==> config.mk <==
export PLATFORM = sky130hd
export DESIGN_NAME = fsb_bridge
export DESIGN_NICKNAME = d
export VERILOG_FILES = /design/src/fsb_pkg.sv /design/src/fsb_buf.sv /design/src/fsb_bridge.sv
export SDC_FILE = /design/constraint.sdc
export NUM_CORES = 1
export LEC_CHECK = 0
export ABC_AREA = 1
export BUFFER_PORTS_ARGS = -buffer_cell sky130_fd_sc_hd__buf_2
export CAP_MARGIN = 40
export CELL_PAD_IN_SITES_DETAIL_PLACEMENT = 0
export CELL_PAD_IN_SITES_GLOBAL_PLACEMENT = 1
export CORE_MARGIN = 4
export CORE_UTILIZATION = 45
export DETAILED_ROUTE_END_ITERATION = 6
export PLACE_DENSITY_LB_ADDON = 0.1
export SYNTH_ARGS = -nofsm -noshare
export SYNTH_HDL_FRONTEND = slang
export SYNTH_SLANG_ARGS = --single-unit
==> constraint.sdc <==
create_clock -name clk_sys -period 3 [get_ports clk_sys]
set_input_delay 0.3 -clock clk_sys [delete_from_list [all_inputs] [get_ports clk_sys]]
set_output_delay 0.3 -clock clk_sys [all_outputs]
set_load 0.005 [all_outputs]
==> src/fsb_pkg.sv <==
// Package for the boundary-scan to serial flash bridge
// Function
// - Host programs the flash through the four boundary-scan pins only.
// - Stages run in order: load bridge, write flash, then reconfigure.
// - Bridge hands flash clock, data in, data out and select to scan port.
// - Bridge enters user mode even while config_complete is held low.
// - Data arrives over the scan port, then goes out on the flash pins.
// - After writing, bridge keeps running; no self-started reconfiguration.
// - Reconfiguration request resets the master and drops the bridge.
// - Select doubles as parallel chip enable; data out doubles as DATA[1].
// - Flash clock may come from user_clock_in, at most 40 MHz.
// - Unused chain enable output may float or serve as user I/O.
// - Scan configuration wins over a simultaneous active serial attempt.
// - Configured device drives chain_enable_out_n low for the next device.
package fsb_pkg;
	localparam int FSB_SYNC_STAGES = 2;
	localparam int FSB_BUF_DEPTH = 2;
	localparam int FSB_USER_CLK_MAX_MHZ = 40;
	localparam int FSB_SYS_CLK_MHZ = 100;
	// Minimum user clock period in system cycles, rounded up
	localparam int FSB_USER_CLK_MIN_CYC = (FSB_SYS_CLK_MHZ + FSB_USER_CLK_MAX_MHZ - 1) / FSB_USER_CLK_MAX_MHZ;
	localparam logic FSB_SEL_IDLE = 1'b1;

	typedef struct packed {
		logic tck;
		logic tms;
		logic tdi;
	} fsb_scan_in_t;

	typedef struct packed {
		logic clk;
		logic sel_n;
		logic dout;
	} fsb_flash_out_t;

	typedef enum logic [3:0] {
		FSB_ST_LOAD = 4'h1,
		FSB_ST_RUN = 4'h2,
		FSB_ST_RECONF = 4'h4,
		FSB_ST_HALT = 4'h8
	} fsb_state_t;
endpackage

==> src/fsb_buf.sv <==
// Two-entry bit buffer with valid and ready on both sides
`timescale 1ns/1ns
`default_nettype none
module fsb_buf #(
	parameter int WIDTH = 1
) (
	input wire logic clk_sys,
	input wire logic reset,
	input wire logic [WIDTH-1:0] in_data,
	input wire logic in_valid,
	output logic in_ready,
	output logic [WIDTH-1:0] out_data,
	output logic out_valid,
	input wire logic out_ready
);
	logic [WIDTH-1:0] mem_r [0:1];
	logic wr_ptr_r;
	logic rd_ptr_r;
	logic [1:0] count_r;
	logic push;
	logic pop;

	assign in_ready = (count_r != 2'h2);
	assign out_valid = (count_r != 2'h0);
	assign out_data = mem_r[rd_ptr_r];
	assign push = in_valid && in_ready;
	assign pop = out_valid && out_ready;

	always_ff @(posedge clk_sys) begin
		if (push) begin
			mem_r[wr_ptr_r] <= in_data;
		end
	end

	always_ff @(posedge clk_sys or posedge reset) begin
		if (reset) begin
			wr_ptr_r <= 1'b0;
			rd_ptr_r <= 1'b0;
			count_r <= 2'h0;
		end else begin
			if (push) begin
				wr_ptr_r <= ~wr_ptr_r;
			end
			if (pop) begin
				rd_ptr_r <= ~rd_ptr_r;
			end
			count_r <= count_r + {1'b0, push} - {1'b0, pop};
		end
	end

	a_buf_no_overflow: assert property (@(posedge clk_sys) disable iff (reset)
		count_r <= 2'h2) else $error("buffer count exceeds two");
endmodule
`default_nettype wire

==> src/fsb_bridge.sv <==
// Boundary-scan to serial flash bridge top level
`timescale 1ns/1ns
`default_nettype none
module fsb_bridge (
	input wire logic clk_sys,
	input wire logic reset,
	input wire fsb_pkg::fsb_scan_in_t scan_in,
	output logic scan_tdo,
	input wire logic user_clock_in,
	input wire logic use_user_clock,
	input wire logic flash_serial_input,
	input wire logic reconfig_pulse,
	input wire logic as_config_req,
	input wire logic chain_enable_in_n,
	input wire logic config_complete,
	output var fsb_pkg::fsb_flash_out_t flash_out,
	output logic flash_oe,
	output logic chain_enable_out_n,
	output logic user_mode,
	output logic as_abort,
	output logic reconfig_req
);
	import fsb_pkg::*;

	logic [1:0] tck_s1_r, tck_s2_r;
	logic [3:0] sync1_r, sync2_r;
	logic tck_prev_r, uclk_prev_r;
	fsb_state_t state_r;
	logic tdo_r;
	fsb_flash_out_t fout_r;
	logic oe_r, ceo_n_r, um_r, abort_r, rcfg_r;
	logic bit_valid, bit_ready, q_valid, q_data, q_ready;
	logic tck_rise, tck_fall, shift_en, uclk_rise, flash_tick, flash_busy_r;
	logic [7:0] uclk_gap_r;
	logic tck_s, tms_s, tdi_s, din_s, uclk_s, rcfg_s, as_s, cen_s;

	// Two-flop synchronisers for every pin input except use_user_clock and the unread config_complete
	always_ff @(posedge clk_sys or posedge reset) begin
		if (reset) begin
			sync1_r <= 4'h0;
			sync2_r <= 4'h0;
			tck_s1_r <= '0;
			tck_s2_r <= '0;
		end else begin
			sync1_r <= {scan_in.tck, scan_in.tms, scan_in.tdi, flash_serial_input};
			sync2_r <= sync1_r;
			tck_s1_r <= {user_clock_in, reconfig_pulse};
			tck_s2_r <= tck_s1_r;
		end
	end
	logic [1:0] misc1_r, misc2_r;
	always_ff @(posedge clk_sys or posedge reset) begin
		if (reset) begin
			misc1_r <= 2'h1;
			misc2_r <= 2'h1;
		end else begin
			misc1_r <= {as_config_req, chain_enable_in_n};
			misc2_r <= misc1_r;
		end
	end
	assign {tck_s, tms_s, tdi_s, din_s} = sync2_r;
	assign {uclk_s, rcfg_s} = tck_s2_r;
	assign {as_s, cen_s} = misc2_r;

	always_ff @(posedge clk_sys or posedge reset) begin
		if (reset) begin
			tck_prev_r <= 1'b0;
			uclk_prev_r <= 1'b0;
		end else begin
			tck_prev_r <= tck_s;
			uclk_prev_r <= uclk_s;
		end
	end
	assign tck_rise = tck_s && !tck_prev_r;
	assign tck_fall = !tck_s && tck_prev_r;
	assign uclk_rise = uclk_s && !uclk_prev_r;
	// Bit shifting occurs while the host holds tms low in the data phase
	assign shift_en = (state_r == FSB_ST_RUN) && !tms_s;
	assign bit_valid = shift_en && tck_rise;

	// Flash clock pacing: scan clock, or user clock when selected
	assign flash_tick = use_user_clock ? uclk_rise : tck_fall;

	always_ff @(posedge clk_sys or posedge reset) begin
		if (reset) begin
			uclk_gap_r <= 8'h00;
		end else if (uclk_rise) begin
			uclk_gap_r <= 8'h00;
		end else if (uclk_gap_r != 8'hFF) begin
			uclk_gap_r <= uclk_gap_r + 8'h01;
		end
	end

	fsb_buf #(.WIDTH(1)) u_buf (
		.clk_sys(clk_sys),
		.reset(reset),
		.in_data(tdi_s),
		.in_valid(bit_valid),
		.in_ready(bit_ready),
		.out_data(q_data),
		.out_valid(q_valid),
		.out_ready(q_ready)
	);
	assign q_ready = flash_tick && !flash_busy_r;

	// Bridge lifecycle
	always_ff @(posedge clk_sys or posedge reset) begin
		if (reset) begin
			state_r <= FSB_ST_LOAD;
		end else begin
			case (state_r)
				FSB_ST_LOAD: begin
					if (!cen_s) begin
						state_r <= FSB_ST_RUN;
					end
				end
				FSB_ST_RUN: begin
					if (rcfg_s) begin
						state_r <= FSB_ST_RECONF;
					end
				end
				FSB_ST_RECONF: state_r <= FSB_ST_HALT;
				FSB_ST_HALT: state_r <= FSB_ST_HALT;
				default: state_r <= FSB_ST_LOAD;
			endcase
		end
	end

	// Flash pin drive
	always_ff @(posedge clk_sys or posedge reset) begin
		if (reset) begin
			fout_r <= '{clk: 1'b0, sel_n: FSB_SEL_IDLE, dout: 1'b0};
			oe_r <= 1'b0;
			flash_busy_r <= 1'b0;
		end else if (state_r == FSB_ST_RUN) begin
			oe_r <= 1'b1;
			// Select stays low until the clock edge of the last bit has been given
			fout_r.sel_n <= !(q_valid || shift_en || flash_busy_r);
			// Clock rises the cycle after the data changes, so one tick moves a whole bit
			// and the drain keeps pace with the scan side; the clock idles high between bits
			if (q_valid && q_ready) begin
				fout_r.dout <= q_data;
				fout_r.clk <= 1'b0;
				flash_busy_r <= 1'b1;
			end else if (flash_busy_r) begin
				fout_r.clk <= 1'b1;
				flash_busy_r <= 1'b0;
			end
		end else begin
			fout_r <= '{clk: 1'b0, sel_n: FSB_SEL_IDLE, dout: 1'b0};
			oe_r <= 1'b0;
			flash_busy_r <= 1'b0;
		end
	end

	// Returned flash data goes back out on the scan output
	always_ff @(posedge clk_sys or posedge reset) begin
		if (reset) begin
			tdo_r <= 1'b0;
		end else if (state_r == FSB_ST_RUN && tck_fall) begin
			tdo_r <= din_s;
		end
	end

	// Configuration status outputs
	always_ff @(posedge clk_sys or posedge reset) begin
		if (reset) begin
			ceo_n_r <= 1'b1;
			um_r <= 1'b0;
			abort_r <= 1'b0;
			rcfg_r <= 1'b0;
		end else begin
			// config_complete is never read: unconfigured slaves may hold it low
			um_r <= (state_r == FSB_ST_RUN);
			ceo_n_r <= !(state_r == FSB_ST_RUN);
			abort_r <= as_s && (state_r != FSB_ST_HALT);
			rcfg_r <= (state_r == FSB_ST_RECONF);
		end
	end

	assign scan_tdo = tdo_r;
	assign flash_out = fout_r;
	assign flash_oe = oe_r;
	assign chain_enable_out_n = ceo_n_r;
	assign user_mode = um_r;
	assign as_abort = abort_r;
	assign reconfig_req = rcfg_r;

	a_idle_select_high: assert property (@(posedge clk_sys) disable iff (reset)
		!oe_r |-> fout_r.sel_n) else $error("select low while idle");
	a_user_mode_low: assert property (@(posedge clk_sys) disable iff (reset)
		um_r |-> !ceo_n_r) else $error("chain enable not low in user mode");
	a_run_no_self: assert property (@(posedge clk_sys) disable iff (reset)
		(state_r == FSB_ST_RUN && !rcfg_s) |=> state_r == FSB_ST_RUN) else $error("left run alone");
	a_reconf_pulse: assert property (@(posedge clk_sys) disable iff (reset)
		(state_r == FSB_ST_RUN && rcfg_s) |=> ##1 rcfg_r ##1 !rcfg_r) else $error("reconfig pulse wrong");
	a_enter_run: assert property (@(posedge clk_sys) disable iff (reset)
		(state_r == FSB_ST_LOAD && !cen_s) |=> ##1 um_r) else $error("no user mode");
	a_abort_as: assert property (@(posedge clk_sys) disable iff (reset)
		(as_s && state_r == FSB_ST_RUN) |=> abort_r) else $error("active serial not aborted");
	a_abort_clear: assert property (@(posedge clk_sys) disable iff (reset)
		!as_s |=> !abort_r) else $error("abort without active serial request");
	a_data_order: assert property (@(posedge clk_sys) disable iff (reset)
		(q_valid && q_ready && state_r == FSB_ST_RUN) |=> fout_r.dout == $past(q_data)) else $error("bit mismatch");
	a_clk_after_data: assert property (@(posedge clk_sys) disable iff (reset)
		(q_valid && q_ready && state_r == FSB_ST_RUN && !rcfg_s) |=> !fout_r.clk ##1 fout_r.clk)
		else $error("flash clock not raised one cycle after data");
	a_sel_at_clk: assert property (@(posedge clk_sys) disable iff (reset)
		$rose(fout_r.clk) |-> !fout_r.sel_n) else $error("flash clock rose while deselected");
	a_halt_final: assert property (@(posedge clk_sys) disable iff (reset)
		state_r == FSB_ST_HALT |=> (state_r == FSB_ST_HALT && !oe_r && fout_r.sel_n))
		else $error("bridge still active after reconfiguration");
	a_oe_in_run: assert property (@(posedge clk_sys) disable iff (reset)
		state_r == FSB_ST_RUN |=> oe_r) else $error("pins not driven");
	c_enter_run: cover property (@(posedge clk_sys) state_r == FSB_ST_RUN);
	c_bit_out: cover property (@(posedge clk_sys) q_valid && q_ready);
	c_reconf: cover property (@(posedge clk_sys) rcfg_r);
	c_buf_full: cover property (@(posedge clk_sys) !bit_ready);
	c_user_clock: cover property (@(posedge clk_sys) use_user_clock && q_valid && q_ready && uclk_gap_r != 8'h00);
endmodule
`default_nettype wire

==> results.toml <==
[outcome]
run_status = "complete, no violations"

[timing]
report.final.hold_viol_count = 0
grt_setup_unrepaired = "false"
max_freq_ghz = 0.631
final.hold.worst_slack_ns = 0.0513
slew-limit-headroom_pct = 68.4
setup_tns_ns = 0
drv_slew = 0
final_period_utilization_pct = 52.8
layout_min_cycle_time_ns = 1.59
final-setup-viol-count = 0
finClkSkew_ns = 0.00685
worst_pin_slew_ns = 0.474

[die]
chipHeight_um = 62.5
die_area_um2 = 3900
core_footprint_um2 = 2810
std_cell_rows = 19
die_w_um = 62.5
number_of_i_o_pins = 21
start_util_pct = 47.6

[clock_tree]
cts_setup_buffers = 0
max-clock-path-buffers = 2
htree_num_levels = 2
cts_root_buffer = "sky130_fd_sc_hd__clkbuf_4"
tritoncts = "done"
numClockSinks = 37
numCtsBuffers = 5
worstSkewPairLatency_ns = 0.33
clk_transition_reported_paths_ns = 0.10
postCtsResizedCells = 0
cts-hold-fix-buffers = 0

[job]
max_cap_viol_count = 0

[global_route]
overflow = 0
first_global_vias = 834
grt_antenna_before_repair = 0
grt_start_max_net_pins = 36
total_routing_usage_gr_pct = 11.5
grt_first_pass_wirelength_um = 3420

[synth]
synth_seq_area_share_pct = 70.6
mappedNetlistArea_um2 = 1340
syn-num-nets = 136
synthesis.area_per_instance_um2 = 10.9
syn_inst = 123
synth.distinct_cells = 20
postSynthRegisterBits = 37
synth.yosys.warnings = 0

[final_layout]
num_antenna_cells = 0
final_layout_size_suffix_gt1_share_pct = 22.8
final_area_um2 = 1510
sequential_standard_cell_area_um2 = 942
layout_commonest_cell = "sky130_fd_sc_hd__dfrtp_1"
finish.cell_count_without_fillers = 180
number_of_nets_in_the_layout = 161
layout.core_utilization_pct = 53.7
layout.cells.most_common_list = "sky130_fd_sc_hd__dfrtp_1, sky130_fd_sc_hd__nand2_1, sky130_fd_sc_hd__inv_1"
multi_input_gate_area_um2 = 288
syn2layout_area_growth_pct = 12.8
fillCellCount = 260

[worst_setup_path]
critical_path_rt_ns = 3.23
arrival_ns = 1.82
rr_startpoint = "u_buf.count_r[0]$_DFF_PP0_"
reg2reg_slack_ns = 1.41
worst-setup-path-type = "flop to flop"
critical_path.reg2reg.endpoint = "u_buf.count_r[1]$_DFF_PP0_"
path_max_fanout = 6
worst-r2r-cell-count = 9
cp-start-kind = "flop"
worst_setup_path_end_kind = "flop"

[drt]
wl_per_cell_um = 10.1
final_antenna_net_count = 0
drt_first_iter_violations = 26
routed_wl_um = 1820
via_count = 836
avgViaCountPerCell = 4.64
drc = 0
first_pass_iters = 4

[power]
powerDensity_nw_per_um2 = 766
power.static_leakage_nw = 0.818
worst_ir_drop_vdd_mv = 0.339

[place]
portBuffers = 19
gp_congestion = 0.755
hpwlAfterDp_um = 1330
post-place-cells = 172
area_after_detailed_placement_um2 = 1460

[hold_path]
hold_path_class = "input port to asynchronous set/reset pin"
stage by stage:
| step | power [mW] | setup slack [ns] |
|---|---|---|
| 2_1_floorplan | 0.866 | 1.59 |
| 3_3_place_gp | 0.923 | 1.44 |
| 3_5_place_dp | 0.935 | 1.40 |
| 4_1_cts | 1.18 | 1.38 |
| 5_1_grt | 1.26 | 1.26 |
| 6_report | 1.15 | 1.41 |
synthesized netlist by cell type:
cell type	instances	area share, %
sky130_fd_sc_hd__nor2_1	12	3.4
sky130_fd_sc_hd__nand3_1	11	4.1
sky130_fd_sc_hd__o22ai_1	1	0.47
sky130_fd_sc_hd__buf_4	1	0.56
sky130_fd_sc_hd__nand2_2	1	0.47
sky130_fd_sc_hd__buf_6	1	0.84
sky130_fd_sc_hd__nor2_4	1	0.84
sky130_fd_sc_hd__ha_1	1	0.94
sky130_fd_sc_hd__nand4_1	1	0.47
sky130_fd_sc_hd__xnor2_1	1	0.66
sky130_fd_sc_hd__a21oi_1	1	0.37
sky130_fd_sc_hd__nor2_2	1	0.47
sky130_fd_sc_hd__dfstp_2	5	9.8
sky130_fd_sc_hd__nand3_2	1	0.75
sky130_fd_sc_hd__inv_1	23	6.5
sky130_fd_sc_hd__nand2_1	26	7.3
sky130_fd_sc_hd__edfxtp_1	2	4.5
sky130_fd_sc_hd__a21boi_0	1	0.56
sky130_fd_sc_hd__o21ai_0	2	0.75
sky130_fd_sc_hd__dfrtp_1	30	56
metal layers:
layer  global-route usage [%]  vias to the layer above  wire length [um]
met5                        0                        -                 0
met4                     5.79                        0                42
met3                     4.86                        6               106
met2                     19.3                       18               888
met1                     12.4                      391               782
li1                         -                      421                 -
worst max-delay path: stages (launching register included):
cell and delay [ns]:
sky130_fd_sc_hd__dfrtp_1 0.41, sky130_fd_sc_hd__nor2_1 0.15, sky130_fd_sc_hd__nor2_1 0.05, sky130_fd_sc_hd__nand3_1 0.17, sky130_fd_sc_hd__inv_1 0.10, sky130_fd_sc_hd__ha_1 0.32
sky130_fd_sc_hd__inv_1 0.10, sky130_fd_sc_hd__nand3_1 0.08, sky130_fd_sc_hd__nand2_1 0.07, sky130_fd_sc_hd__nand2_1 0.04
layout make-up:
type | instances | area share [%]
Clock buffer | 8 | 3.24
Multi-Input combinational cell | 61 | 19.1
Timing Repair Buffer | 20 | 6.81
Inverter | 23 | 5.73
Sequential cell | 37 | 62.5
Tap cell | 31 | 2.57
power by group:
part	switching, mW	internal, mW
Sequential	0.0463	0.597
Clock	0.142	0.0934
Combinational	0.171	0.104
sequential cells by signal, summed over array words and instances (netlist names):
register	flops
uclk_prev_r	1
sync1_r	4
tck_s2_r	2
tck_s1_r	2
u_buf.wr_ptr_r	1
misc2_r	2
sync2_r	4
flash_busy_r	1
flash_oe	1
tck_prev_r	1
scan_tdo	1
u_buf.rd_ptr_r	1
misc1_r	2
reconfig_req	1
u_buf.count_r	2
as_abort	1
u_buf.mem_r	2
chain_enable_out_n	1
flash_out	3
state_r	4
logic make-up (layout without fill, tap and decap cells):
group	count (synthesis)	in the layout	synth area share, %
and+or+nand+nor	54	54	17.8
DFF	37	37	70.6
buffers and inverters	25	51	7.87
AOI/OAI and AO/OA	5	5	2.16
adders and majority gates	1	1	0.937
xor gates and xnor gates	1	1	0.656
how the worst max path moves through the flow:
stage,from,end,slack [ns],cells past startpoint
2_1_floorplan,u_buf.count_r[0]$_DFF_PP0_,u_buf.count_r[1]$_DFF_PP0_,1.59,9
3_3_place_gp,u_buf.count_r[0]$_DFF_PP0_,u_buf.count_r[1]$_DFF_PP0_,1.44,9
3_5_place_dp,u_buf.count_r[0]$_DFF_PP0_,u_buf.count_r[1]$_DFF_PP0_,1.40,9
4_1_cts,u_buf.count_r[0]$_DFF_PP0_,u_buf.count_r[1]$_DFF_PP0_,1.38,9
5_1_grt,u_buf.count_r[0]$_DFF_PP0_,u_buf.count_r[1]$_DFF_PP0_,1.26,9
6_report,u_buf.count_r[0]$_DFF_PP0_,u_buf.count_r[1]$_DFF_PP0_,1.41,9
Power figures use the tool's default switching activity.
